===== src/rtl/rcd_regs.svh =====
// Register offsets, field positions, reset value and timing counts of the reference clock block
`ifndef RCD_REGS_SVH
`define RCD_REGS_SVH

`define RCD_CTRL_OFS     8'h00
`define RCD_STAT_OFS     8'h04

`define RCD_EN_BIT       7
`define RCD_OE_BIT       6
`define RCD_SLR_BIT      5
`define RCD_DC_HI        4
`define RCD_DC_LO        3
`define RCD_DIV_HI       2
`define RCD_DIV_LO       0
`define RCD_CTRL_RST     8'h30

`define RCD_ST_RUN_BIT   0
`define RCD_ST_LVL_BIT   1
`define RCD_ST_REF_BIT   2
`define RCD_ST_CYC_BIT   3
`define RCD_ST_OSC_BIT   4
`define RCD_ST_SLP_BIT   5
`define RCD_ST_PIN_BIT   6

`define RCD_CYC_DIV      4
`define RCD_CYC_HIGH     2

`endif


===== src/rtl/rcd_pkg.sv =====
// Types and shared arithmetic of the reference clock block
package rcd_pkg;

  typedef logic [7:0] rcd_byte_t;

  typedef enum logic [1:0] {
    RCD_BUS_IDLE = 2'b01,
    RCD_BUS_ACK  = 2'b10
  } rcd_bus_state_t;

  typedef enum logic [3:0] {
    RCD_PIN_IDLE  = 4'b0001,
    RCD_PIN_OSC   = 4'b0010,
    RCD_PIN_CYCLE = 4'b0100,
    RCD_PIN_REF   = 4'b1000
  } rcd_pin_mode_t;

  // Division ratio 1..128 from the three-bit selector
  function automatic rcd_byte_t rcd_div_count(input logic [2:0] sel);
    rcd_div_count = 8'h01 << sel;
  endfunction : rcd_div_count

  // Cycles high per period; a nonzero duty never collapses to zero
  function automatic rcd_byte_t rcd_high_count(input logic [2:0] sel, input logic [1:0] dc);
    logic [9:0] prod;
    prod = {2'b00, rcd_div_count(sel)} * {8'h00, dc};
    rcd_high_count = prod[9:2];
    if (dc != 2'b00 && prod[9:2] == 8'h00) begin
      rcd_high_count = 8'h01;
    end
  endfunction : rcd_high_count

endpackage : rcd_pkg


===== src/rtl/rcd_gen_if.sv =====
// Carrier between the control top, the divider and the pin selector
`timescale 1ns/100ps
interface rcd_gen_if;
  import rcd_pkg::*;
  logic          enable;
  logic          sleep;
  logic [1:0]    duty;
  logic [2:0]    div;
  logic          ref_level;
  logic          xtal_mode;
  logic          cyc_cfg;
  logic          oe_bit;
  logic          slr_bit;
  logic          cyc_level;
  rcd_pin_mode_t nxt_mode;
  logic          nxt_out;
  logic          nxt_oe_n;
  logic          nxt_slew;
  logic          nxt_bypass;
  modport ctl (output enable, sleep, duty, div, xtal_mode, cyc_cfg, oe_bit, slr_bit, cyc_level,
               input ref_level, nxt_mode, nxt_out, nxt_oe_n, nxt_slew, nxt_bypass);
  modport gen (input enable, sleep, duty, div, output ref_level);
  modport mux (input enable, div, ref_level, xtal_mode, cyc_cfg, oe_bit, slr_bit, cyc_level,
               output nxt_mode, nxt_out, nxt_oe_n, nxt_slew, nxt_bypass);
endinterface : rcd_gen_if


===== src/rtl/rcd_top.sv =====
// Reference clock output block: bus registers, cycle clock and pin drive
`timescale 1ns/100ps
`include "rcd_regs.svh"
module rcd_top
  import rcd_pkg::*;
(
  input  wire logic        clk,
  input  wire logic        reset,
  input  wire logic        wb_cyc_i,
  input  wire logic        wb_stb_i,
  input  wire logic        wb_we_i,
  input  wire logic [7:0]  wb_adr_i,
  input  wire logic [3:0]  wb_sel_i,
  input  wire logic [31:0] wb_dat_i,
  output logic      [31:0] wb_dat_o,
  output logic             wb_ack_o,
  input  wire logic        sleep_active,
  input  wire logic        xtal_mode_select,
  input  wire logic        cycle_clock_output_config,
  input  wire logic        ref_pin_in,
  output logic             ref_pin_out,
  output logic             ref_pin_oe_n,
  output logic             ref_pin_slew_limit,
  output logic             ref_pin_clk_bypass
);

  rcd_gen_if gif ();

  // Control register and bus answer
  rcd_bus_state_t bus_state_ff;
  rcd_bus_state_t nxt_bus_state;
  rcd_byte_t      ctrl_ff;
  rcd_byte_t      nxt_ctrl;
  logic           ack_ff;
  logic           nxt_ack;
  logic [31:0]    dat_ff;
  logic [31:0]    nxt_dat;
  rcd_byte_t      status;

  // Pin group and cycle clock
  logic [1:0]     cyc_cnt_ff;
  logic [1:0]     nxt_cyc_cnt;
  rcd_pin_mode_t  mode_ff;
  rcd_pin_mode_t  nxt_mode;
  logic           out_ff;
  logic           nxt_out;
  logic           oe_n_ff;
  logic           nxt_oe_n;
  logic           slew_ff;
  logic           nxt_slew;
  logic           bypass_ff;
  logic           nxt_bypass;

  // Control fields to the divider and selector
  assign gif.enable    = ctrl_ff[`RCD_EN_BIT];
  assign gif.oe_bit    = ctrl_ff[`RCD_OE_BIT];
  assign gif.slr_bit   = ctrl_ff[`RCD_SLR_BIT];
  assign gif.duty      = ctrl_ff[`RCD_DC_HI:`RCD_DC_LO];
  assign gif.div       = ctrl_ff[`RCD_DIV_HI:`RCD_DIV_LO];
  assign gif.sleep     = sleep_active;
  assign gif.xtal_mode = xtal_mode_select;
  assign gif.cyc_cfg   = cycle_clock_output_config;
  assign gif.cyc_level = {30'h0, cyc_cnt_ff} < `RCD_CYC_HIGH;

  rcd_refgen u_refgen (
    .clk   (clk),
    .reset (reset),
    .gen   (gif.gen)
  );

  rcd_pinsel u_pinsel (
    .sel (gif.mux)
  );

  always_comb begin
    status                  = 8'h00;
    status[`RCD_ST_RUN_BIT] = gif.enable && !sleep_active;
    status[`RCD_ST_LVL_BIT] = gif.ref_level;
    status[`RCD_ST_REF_BIT] = (mode_ff == RCD_PIN_REF);
    status[`RCD_ST_CYC_BIT] = (mode_ff == RCD_PIN_CYCLE);
    status[`RCD_ST_OSC_BIT] = (mode_ff == RCD_PIN_OSC);
    status[`RCD_ST_SLP_BIT] = sleep_active;
    status[`RCD_ST_PIN_BIT] = ref_pin_in;
  end

  // Classic single-cycle slave: ack one cycle after the strobe, then one idle
  always_comb begin
    nxt_bus_state = bus_state_ff;
    nxt_ctrl      = ctrl_ff;
    nxt_ack       = 1'b0;
    nxt_dat       = dat_ff;
    case (bus_state_ff)
      RCD_BUS_IDLE: begin
        if (wb_cyc_i && wb_stb_i) begin
          nxt_bus_state = RCD_BUS_ACK;
          nxt_ack       = 1'b1;
          nxt_dat       = 32'h0000_0000;
          if (wb_adr_i == `RCD_CTRL_OFS) begin
            nxt_dat = {24'h00_0000, ctrl_ff};
          end else if (wb_adr_i == `RCD_STAT_OFS) begin
            nxt_dat = {24'h00_0000, status};
          end
        end
      end
      RCD_BUS_ACK: begin
        nxt_bus_state = RCD_BUS_IDLE;
        // Write lands on the edge the master sees ack; an abandoned cycle writes nothing
        if (wb_cyc_i && wb_stb_i && wb_we_i && wb_sel_i[0] && wb_adr_i == `RCD_CTRL_OFS) begin
          nxt_ctrl = wb_dat_i[7:0];
        end
      end
      default: begin
        nxt_bus_state = RCD_BUS_IDLE;
      end
    endcase
  end

  always_ff @(posedge clk) begin
    if (reset) begin
      bus_state_ff <= RCD_BUS_IDLE;
      ctrl_ff      <= `RCD_CTRL_RST;
      ack_ff       <= 1'b0;
      dat_ff       <= 32'h0000_0000;
    end else begin
      bus_state_ff <= nxt_bus_state;
      ctrl_ff      <= nxt_ctrl;
      ack_ff       <= nxt_ack;
      dat_ff       <= nxt_dat;
    end
  end

  // Pin group freezes in Sleep; the bus registers keep running and answering then
  always_comb begin
    nxt_cyc_cnt = cyc_cnt_ff;
    nxt_mode    = mode_ff;
    nxt_out     = out_ff;
    nxt_oe_n    = oe_n_ff;
    nxt_slew    = slew_ff;
    nxt_bypass  = bypass_ff;
    if (!sleep_active) begin
      nxt_cyc_cnt = cyc_cnt_ff + 2'h1;
      nxt_mode    = gif.nxt_mode;
      nxt_out     = gif.nxt_out;
      nxt_oe_n    = gif.nxt_oe_n;
      nxt_slew    = gif.nxt_slew;
      nxt_bypass  = gif.nxt_bypass;
    end
  end

  always_ff @(posedge clk) begin
    if (reset) begin
      cyc_cnt_ff <= 2'h0;
      mode_ff    <= RCD_PIN_IDLE;
      out_ff     <= 1'b0;
      oe_n_ff    <= 1'b1;
      slew_ff    <= 1'b0;
      bypass_ff  <= 1'b0;
    end else begin
      cyc_cnt_ff <= nxt_cyc_cnt;
      mode_ff    <= nxt_mode;
      out_ff     <= nxt_out;
      oe_n_ff    <= nxt_oe_n;
      slew_ff    <= nxt_slew;
      bypass_ff  <= nxt_bypass;
    end
  end

  assign wb_dat_o           = dat_ff;
  assign wb_ack_o           = ack_ff;
  assign ref_pin_out        = out_ff;
  assign ref_pin_oe_n       = oe_n_ff;
  assign ref_pin_slew_limit = slew_ff;
  // Pad gates clk with ref_pin_out when set, so divide-by-1 keeps source duty
  assign ref_pin_clk_bypass = bypass_ff;

endmodule : rcd_top


===== src/rtl/rcd_refgen.sv =====
// Power-of-two divider with selectable duty cycle
`timescale 1ns/100ps
module rcd_refgen
  import rcd_pkg::*;
(
  input wire logic clk,
  input wire logic reset,
  rcd_gen_if.gen   gen
);

  logic [6:0] cnt_ff;
  logic [6:0] nxt_cnt;
  logic       lvl_ff;
  logic       nxt_lvl;
  rcd_byte_t  last;

  always_comb begin
    last    = rcd_div_count(gen.div) - 8'h01;
    nxt_cnt = cnt_ff;
    nxt_lvl = lvl_ff;
    if (!gen.enable) begin
      nxt_cnt = 7'h00;
      nxt_lvl = 1'b0;
    end else if (!gen.sleep) begin
      // Wrap also when a smaller ratio is written mid-period
      nxt_cnt = ({1'b0, cnt_ff} >= last) ? 7'h00 : cnt_ff + 7'h01;
      nxt_lvl = {1'b0, nxt_cnt} < rcd_high_count(gen.div, gen.duty);
    end
  end

  always_ff @(posedge clk) begin
    if (reset) begin
      cnt_ff <= 7'h00;
      lvl_ff <= 1'b0;
    end else begin
      cnt_ff <= nxt_cnt;
      lvl_ff <= nxt_lvl;
    end
  end

  assign gen.ref_level = lvl_ff;

endmodule : rcd_refgen


===== src/rtl/rcd_pinsel.sv =====
// Priority selection of what the shared pin carries
`timescale 1ns/100ps
module rcd_pinsel
  import rcd_pkg::*;
(
  rcd_gen_if.mux sel
);

  always_comb begin
    sel.nxt_mode   = RCD_PIN_IDLE;
    sel.nxt_out    = 1'b0;
    sel.nxt_oe_n   = 1'b1;
    sel.nxt_slew   = 1'b0;
    sel.nxt_bypass = 1'b0;
    if (sel.xtal_mode) begin
      sel.nxt_mode = RCD_PIN_OSC;
    end else if (!sel.cyc_cfg) begin
      sel.nxt_mode = RCD_PIN_CYCLE;
      sel.nxt_out  = sel.cyc_level;
      sel.nxt_oe_n = 1'b0;
    end else if (sel.enable && sel.oe_bit) begin
      sel.nxt_mode   = RCD_PIN_REF;
      sel.nxt_out    = sel.ref_level;
      sel.nxt_oe_n   = 1'b0;
      sel.nxt_slew   = sel.slr_bit;
      sel.nxt_bypass = (sel.div == 3'b000);
    end
  end

endmodule : rcd_pinsel


===== config.mk =====
export PLATFORM = sky130hd
export DESIGN_NAME = rcd_top
export DESIGN_NICKNAME = d
export VERILOG_FILES = /design/src/rtl/rcd_pkg.sv /design/src/rtl/rcd_gen_if.sv /design/src/rtl/rcd_top.sv /design/src/rtl/rcd_refgen.sv /design/src/rtl/rcd_pinsel.sv
export VERILOG_INCLUDE_DIRS = /design/src /design/src/rtl
export SDC_FILE = /design/constraint.sdc
export NUM_CORES = 1
export LEC_CHECK = 0
export ABC_AREA = 1
export BUFFER_PORTS_ARGS = -buffer_cell sky130_fd_sc_hd__buf_2
export CAP_MARGIN = 20
export CELL_PAD_IN_SITES_DETAIL_PLACEMENT = 1
export CELL_PAD_IN_SITES_GLOBAL_PLACEMENT = 2
export CORE_MARGIN = 2
export CORE_UTILIZATION = 26
export DETAILED_ROUTE_END_ITERATION = 10
export PLACE_DENSITY = 0.9
export SLEW_MARGIN = 10
export SYNTH_ARGS = -nofsm -noshare
export SYNTH_HDL_FRONTEND = slang
export SYNTH_HIERARCHICAL = 1
export SYNTH_SLANG_ARGS = --single-unit

===== constraint.sdc =====
create_clock -name clk -period 3.7 [get_ports clk]
set_clock_uncertainty 0.05 [all_clocks]
set_input_delay 0.74 -clock clk [delete_from_list [all_inputs] [get_ports clk]]
set_output_delay 0.74 -clock clk [all_outputs]
set_load 0.02 [all_outputs]

==> reports/results.txt <==
clock share of power: 0.362
drt wl/cell: 11.60 um
core footprint: 0.01032 mm^2
cells traversed along the worst timing path: inv_1 > nor3_1 > inv_1 > nor2_1 > inv_1 > fa_1 > inv_1 > nand3_2 > nand2_2 > nand2_1 > nand3_1 > nand2_2 > ha_1 > a21oi_1 > o21ai_0 > inv_1 > nand2_1 > a21oi_2
share of final-layout standard cells stronger than drive strength 1: 0.1579
starting density of the core: 0.2688
unrepaired setup endpoints after global routing: false
number of iterations in the first detailed-routing pass: 4
highest net fanout along the worst path: 9
sw frac: 0.2772
final number of setup-violating endpoints: 0
WS Path Type: register to register
worst hold-check slack: 415.1 ps
count of maximum capacitance violations: 0
category of the worst setup path capture point: register
total via count in the routed design: 2666
total of buffers placed on input and output ports: 38
multi-input logic area: 0.001635 mm^2
global placer's final weighted congestion: 0.7957
total I/O pin count: 90
cell area after synthesis: 0.002775 mm^2
Max transition margin: 0.5186
number of standard cells after synthesis: 439
number of non-filler instances in the completed layout: 611
Die W: 107.3 um
final-layout fill cell count: 1372
Final WS setup: 796.4 ps
min Tclk post-route: 2904 ps
maximum cell stage delay along the critical path: 540 ps
Die Outline Area: 0.01152 mm^2
Clock transition at path regs: 70 ps
instance area at placement: 0.003000 mm^2
total power draw: 0.8098 mW
unique cell type count in the Yosys netlist: 32
NetSw: 0.2244 mW
pre-CTS worst setup slack: 783.0 ps
number of design-rule violations left by the first detailed-router iteration: 74
final design utilization: 0.2994
Antenna diodes: 0
Area Growth Syn to Fin: 11.36%
final instance area: 0.003090 mm^2
total global-route track usage: 0.1304
CTS Sinks: 37
Critical Path Source Type: register
number of warning messages in the yosys log: 6
ratio of total power to cell area: 262.0 mW/mm^2
quantity of gates resized following cts: 0
number of hold buffers added after cts: 0
number of antenna violations at the first check in global routing: 0
run status: finished, final reports clean
number of remaining DRC errors: 0
number of nets with antenna violations after routing: 0
Final period util: 0.7848
Worst Hold Depth: 1
Congestion Overflow GR: 0
final wirelength: 7.089 mm
share of total power in combinational logic: 0.127
aggregate negative setup slack: 0 ps
Most common cell on crit path: sky130_fd_sc_hd__inv_1
buffers from clock root to sink, at most: 2
Hold Startpoint: cyc_cnt_ff[0]$_SDFFE_PP0N_
buffering stage count on the worst path with inverters included: 5
pin count of the biggest net entering global routing: 19
final layout net count: 549
Hold Violations, Final: 0
RR Endpoint: u_refgen/gen.ref_level$_SDFFE_PP0N_
Worst R2R Start: ctrl_ff[1]$_SDFFE_PP0P_
post-CTS setup buffers: 0
combined flip-flop and latch cell area: 740.7 um^2
required time of the critical path: 3880 ps
setup slack of the worst register-to-register path: 800 ps
commonest non-fill, non-tap cell in the layout: sky130_fd_sc_hd__nand2_1
internal portion of total power: 0.5853 mW
clock tree from TritonCTS: done
DP Cell Count: 604
data arrival at the endpoint of the critical path: 3080 ps
hold worst-path end: cyc_cnt_ff[0]$_SDFFE_PP0N_
slew at the pin closest to its max-slew limit: 718.1 ps
vias in the first global route: 2723
clock insertion delay at the later pin of the skew report: 290 ps
Max Slew Vio Count: 0
cts bufs inserted: 5
global-route wire length before repair: 12.33 mm
Max H-tree Level: 2
Tightest Hold Check Type: register to register
standard-cell rows: 37
maximum clock frequency: 344.4 MHz
Lkg Pwr: 1.637 nW
commonest non-fill, non-tap cells in the layout: sky130_fd_sc_hd__nand2_1, sky130_fd_sc_hd__nor2_1, sky130_fd_sc_hd__inv_1, sky130_fd_sc_hd__buf_2, sky130_fd_sc_hd__dfxtp_1
Die Height: 107.3 um
root cell of the clock tree: sky130_fd_sc_hd__clkbuf_8
synthesized flop and latch total: 37
highest ir drop seen on vdd: 0.2074 mV
hpwl dp: 5.858 mm
post-synthesis sequential area ratio: 0.2669
portion of total power attributed to sequential cells: 0.511
number of vias per cell after detailed routing: 4.363
Crit path max-delay family: simple AND/OR/NAND/NOR gates
highest-delay cell along the critical path: sky130_fd_sc_hd__dfxtp_1
Post-Syn Area per Cell: 6.322 um^2
worst r2r path cells: 18
[metal layers]
metal,track usage,vias up,share of wire
met1,0.1763,1224,0.48
met4,0.04917,0,0.025
met3,0.02240,15,0.032
met2,0.2071,45,0.46
li1,-,1382,-
met5,0,-,0
[power groups by stage]
stage	logic, mW	registers, mW	clock network [mW]
floorplan	0.0850	0.430	0
global placement	0.100	0.423	0
detailed placement	0.103	0.423	0
CTS	0.104	0.414	0.309
global route	0.117	0.415	0.324
finish	0.103	0.414	0.293
[Yosys cell counts]
master | number | share of area
sky130_fd_sc_hd__o21ai_0 | 17 | 0.031
sky130_fd_sc_hd__clkbuf_1 | 3 | 0.0041
sky130_fd_sc_hd__inv_2 | 5 | 0.0068
sky130_fd_sc_hd__nand2_2 | 9 | 0.020
sky130_fd_sc_hd__inv_1 | 61 | 0.083
sky130_fd_sc_hd__clkinv_4 | 1 | 0.0032
sky130_fd_sc_hd__nand2_1 | 96 | 0.13
sky130_fd_sc_hd__or2_2 | 1 | 0.0023
sky130_fd_sc_hd__nor3_1 | 4 | 0.0072
sky130_fd_sc_hd__nor2_1 | 70 | 0.095
sky130_fd_sc_hd__o21bai_1 | 1 | 0.0027
sky130_fd_sc_hd__clkinv_1 | 2 | 0.0027
sky130_fd_sc_hd__nand3_1 | 29 | 0.052
sky130_fd_sc_hd__conb_1 | 2 | 0.0027
sky130_fd_sc_hd__nor2_8 | 1 | 0.0072
sky130_fd_sc_hd__and3_1 | 1 | 0.0023
sky130_fd_sc_hd__fa_1 | 1 | 0.0072
sky130_fd_sc_hd__nand4_1 | 4 | 0.0090
sky130_fd_sc_hd__nand3_2 | 1 | 0.0036
sky130_fd_sc_hd__ha_1 | 20 | 0.090
sky130_fd_sc_hd__xor2_1 | 2 | 0.0063
sky130_fd_sc_hd__a21oi_2 | 2 | 0.0063
sky130_fd_sc_hd__nor3_2 | 1 | 0.0036
sky130_fd_sc_hd__a21o_1 | 1 | 0.0027
sky130_fd_sc_hd__o21ai_1 | 7 | 0.013
sky130_fd_sc_hd__buf_2 | 3 | 0.0054
sky130_fd_sc_hd__buf_4 | 26 | 0.070
sky130_fd_sc_hd__o211ai_1 | 1 | 0.0027
sky130_fd_sc_hd__a21oi_1 | 21 | 0.038
sky130_fd_sc_hd__nand2_4 | 2 | 0.0081
sky130_fd_sc_hd__dfxtp_1 | 37 | 0.27
sky130_fd_sc_hd__nor2_2 | 7 | 0.016
[registers in the layout (all words and copies together), names as in the netlist]
register and count:
ctrl_ff 8, wb_dat_o 8, u_refgen/cnt_ff 7, mode_ff 4
bus_state_ff 2, cyc_cnt_ff 2, ref_pin_clk_bypass 1, ref_pin_oe_n 1
ref_pin_out 1, ref_pin_slew_limit 1, u_refgen/gen.ref_level 1, wb_ack_o 1
[cell families (layout without fill, tap and decap cells)]
logic type	Yosys count	after routing	synth area share
AND/OR/NAND/NOR	226	226	0.3562
buffers and inverters	101	114	0.1749
AO/OA/AOI/OAI	50	50	0.09558
flip-flops	37	37	0.2669
adder cells (fa/ha/maj)	21	21	0.09739
other	2	25	0.002706
XOR/XNOR	2	2	0.006313
[final cells by class]
cell class,count,area share
timing repair buffer,38,0.06154
inverter,69,0.08543
tap,136,0.05506
clock inverter,1,0.002429
sequential,37,0.2397
multi-input combinational,324,0.5292
clock buffer,6,0.02672
[worst reg2reg max path: cells and delay by family, from the launching register on]
family | cells | cell delay (ps)
adder cells (fa/ha/maj) | 2 | 720
AO/OA/AOI/OAI | 3 | 370
flip-flops | 1 | 540
AND/OR/NAND/NOR | 8 | 760
buffers and inverters | 5 | 410
[worst max path at each step]
stage,from,end,slack [ps],cells past startpoint
after floorplan,ctrl_ff[1]$_SDFFE_PP0P_,u_refgen/gen.ref_level$_SDFFE_PP0N_,1140,18
after global placement,ctrl_ff[1]$_SDFFE_PP0P_,u_refgen/gen.ref_level$_SDFFE_PP0N_,860,18
after detailed placement,ctrl_ff[1]$_SDFFE_PP0P_,u_refgen/gen.ref_level$_SDFFE_PP0N_,780,18
after CTS,ctrl_ff[1]$_SDFFE_PP0P_,u_refgen/gen.ref_level$_SDFFE_PP0N_,760,18
after global routing,ctrl_ff[1]$_SDFFE_PP0P_,u_refgen/gen.ref_level$_SDFFE_PP0N_,360,18
final,ctrl_ff[1]$_SDFFE_PP0P_,u_refgen/gen.ref_level$_SDFFE_PP0N_,800,18
(Power assumes the default switching activity.)
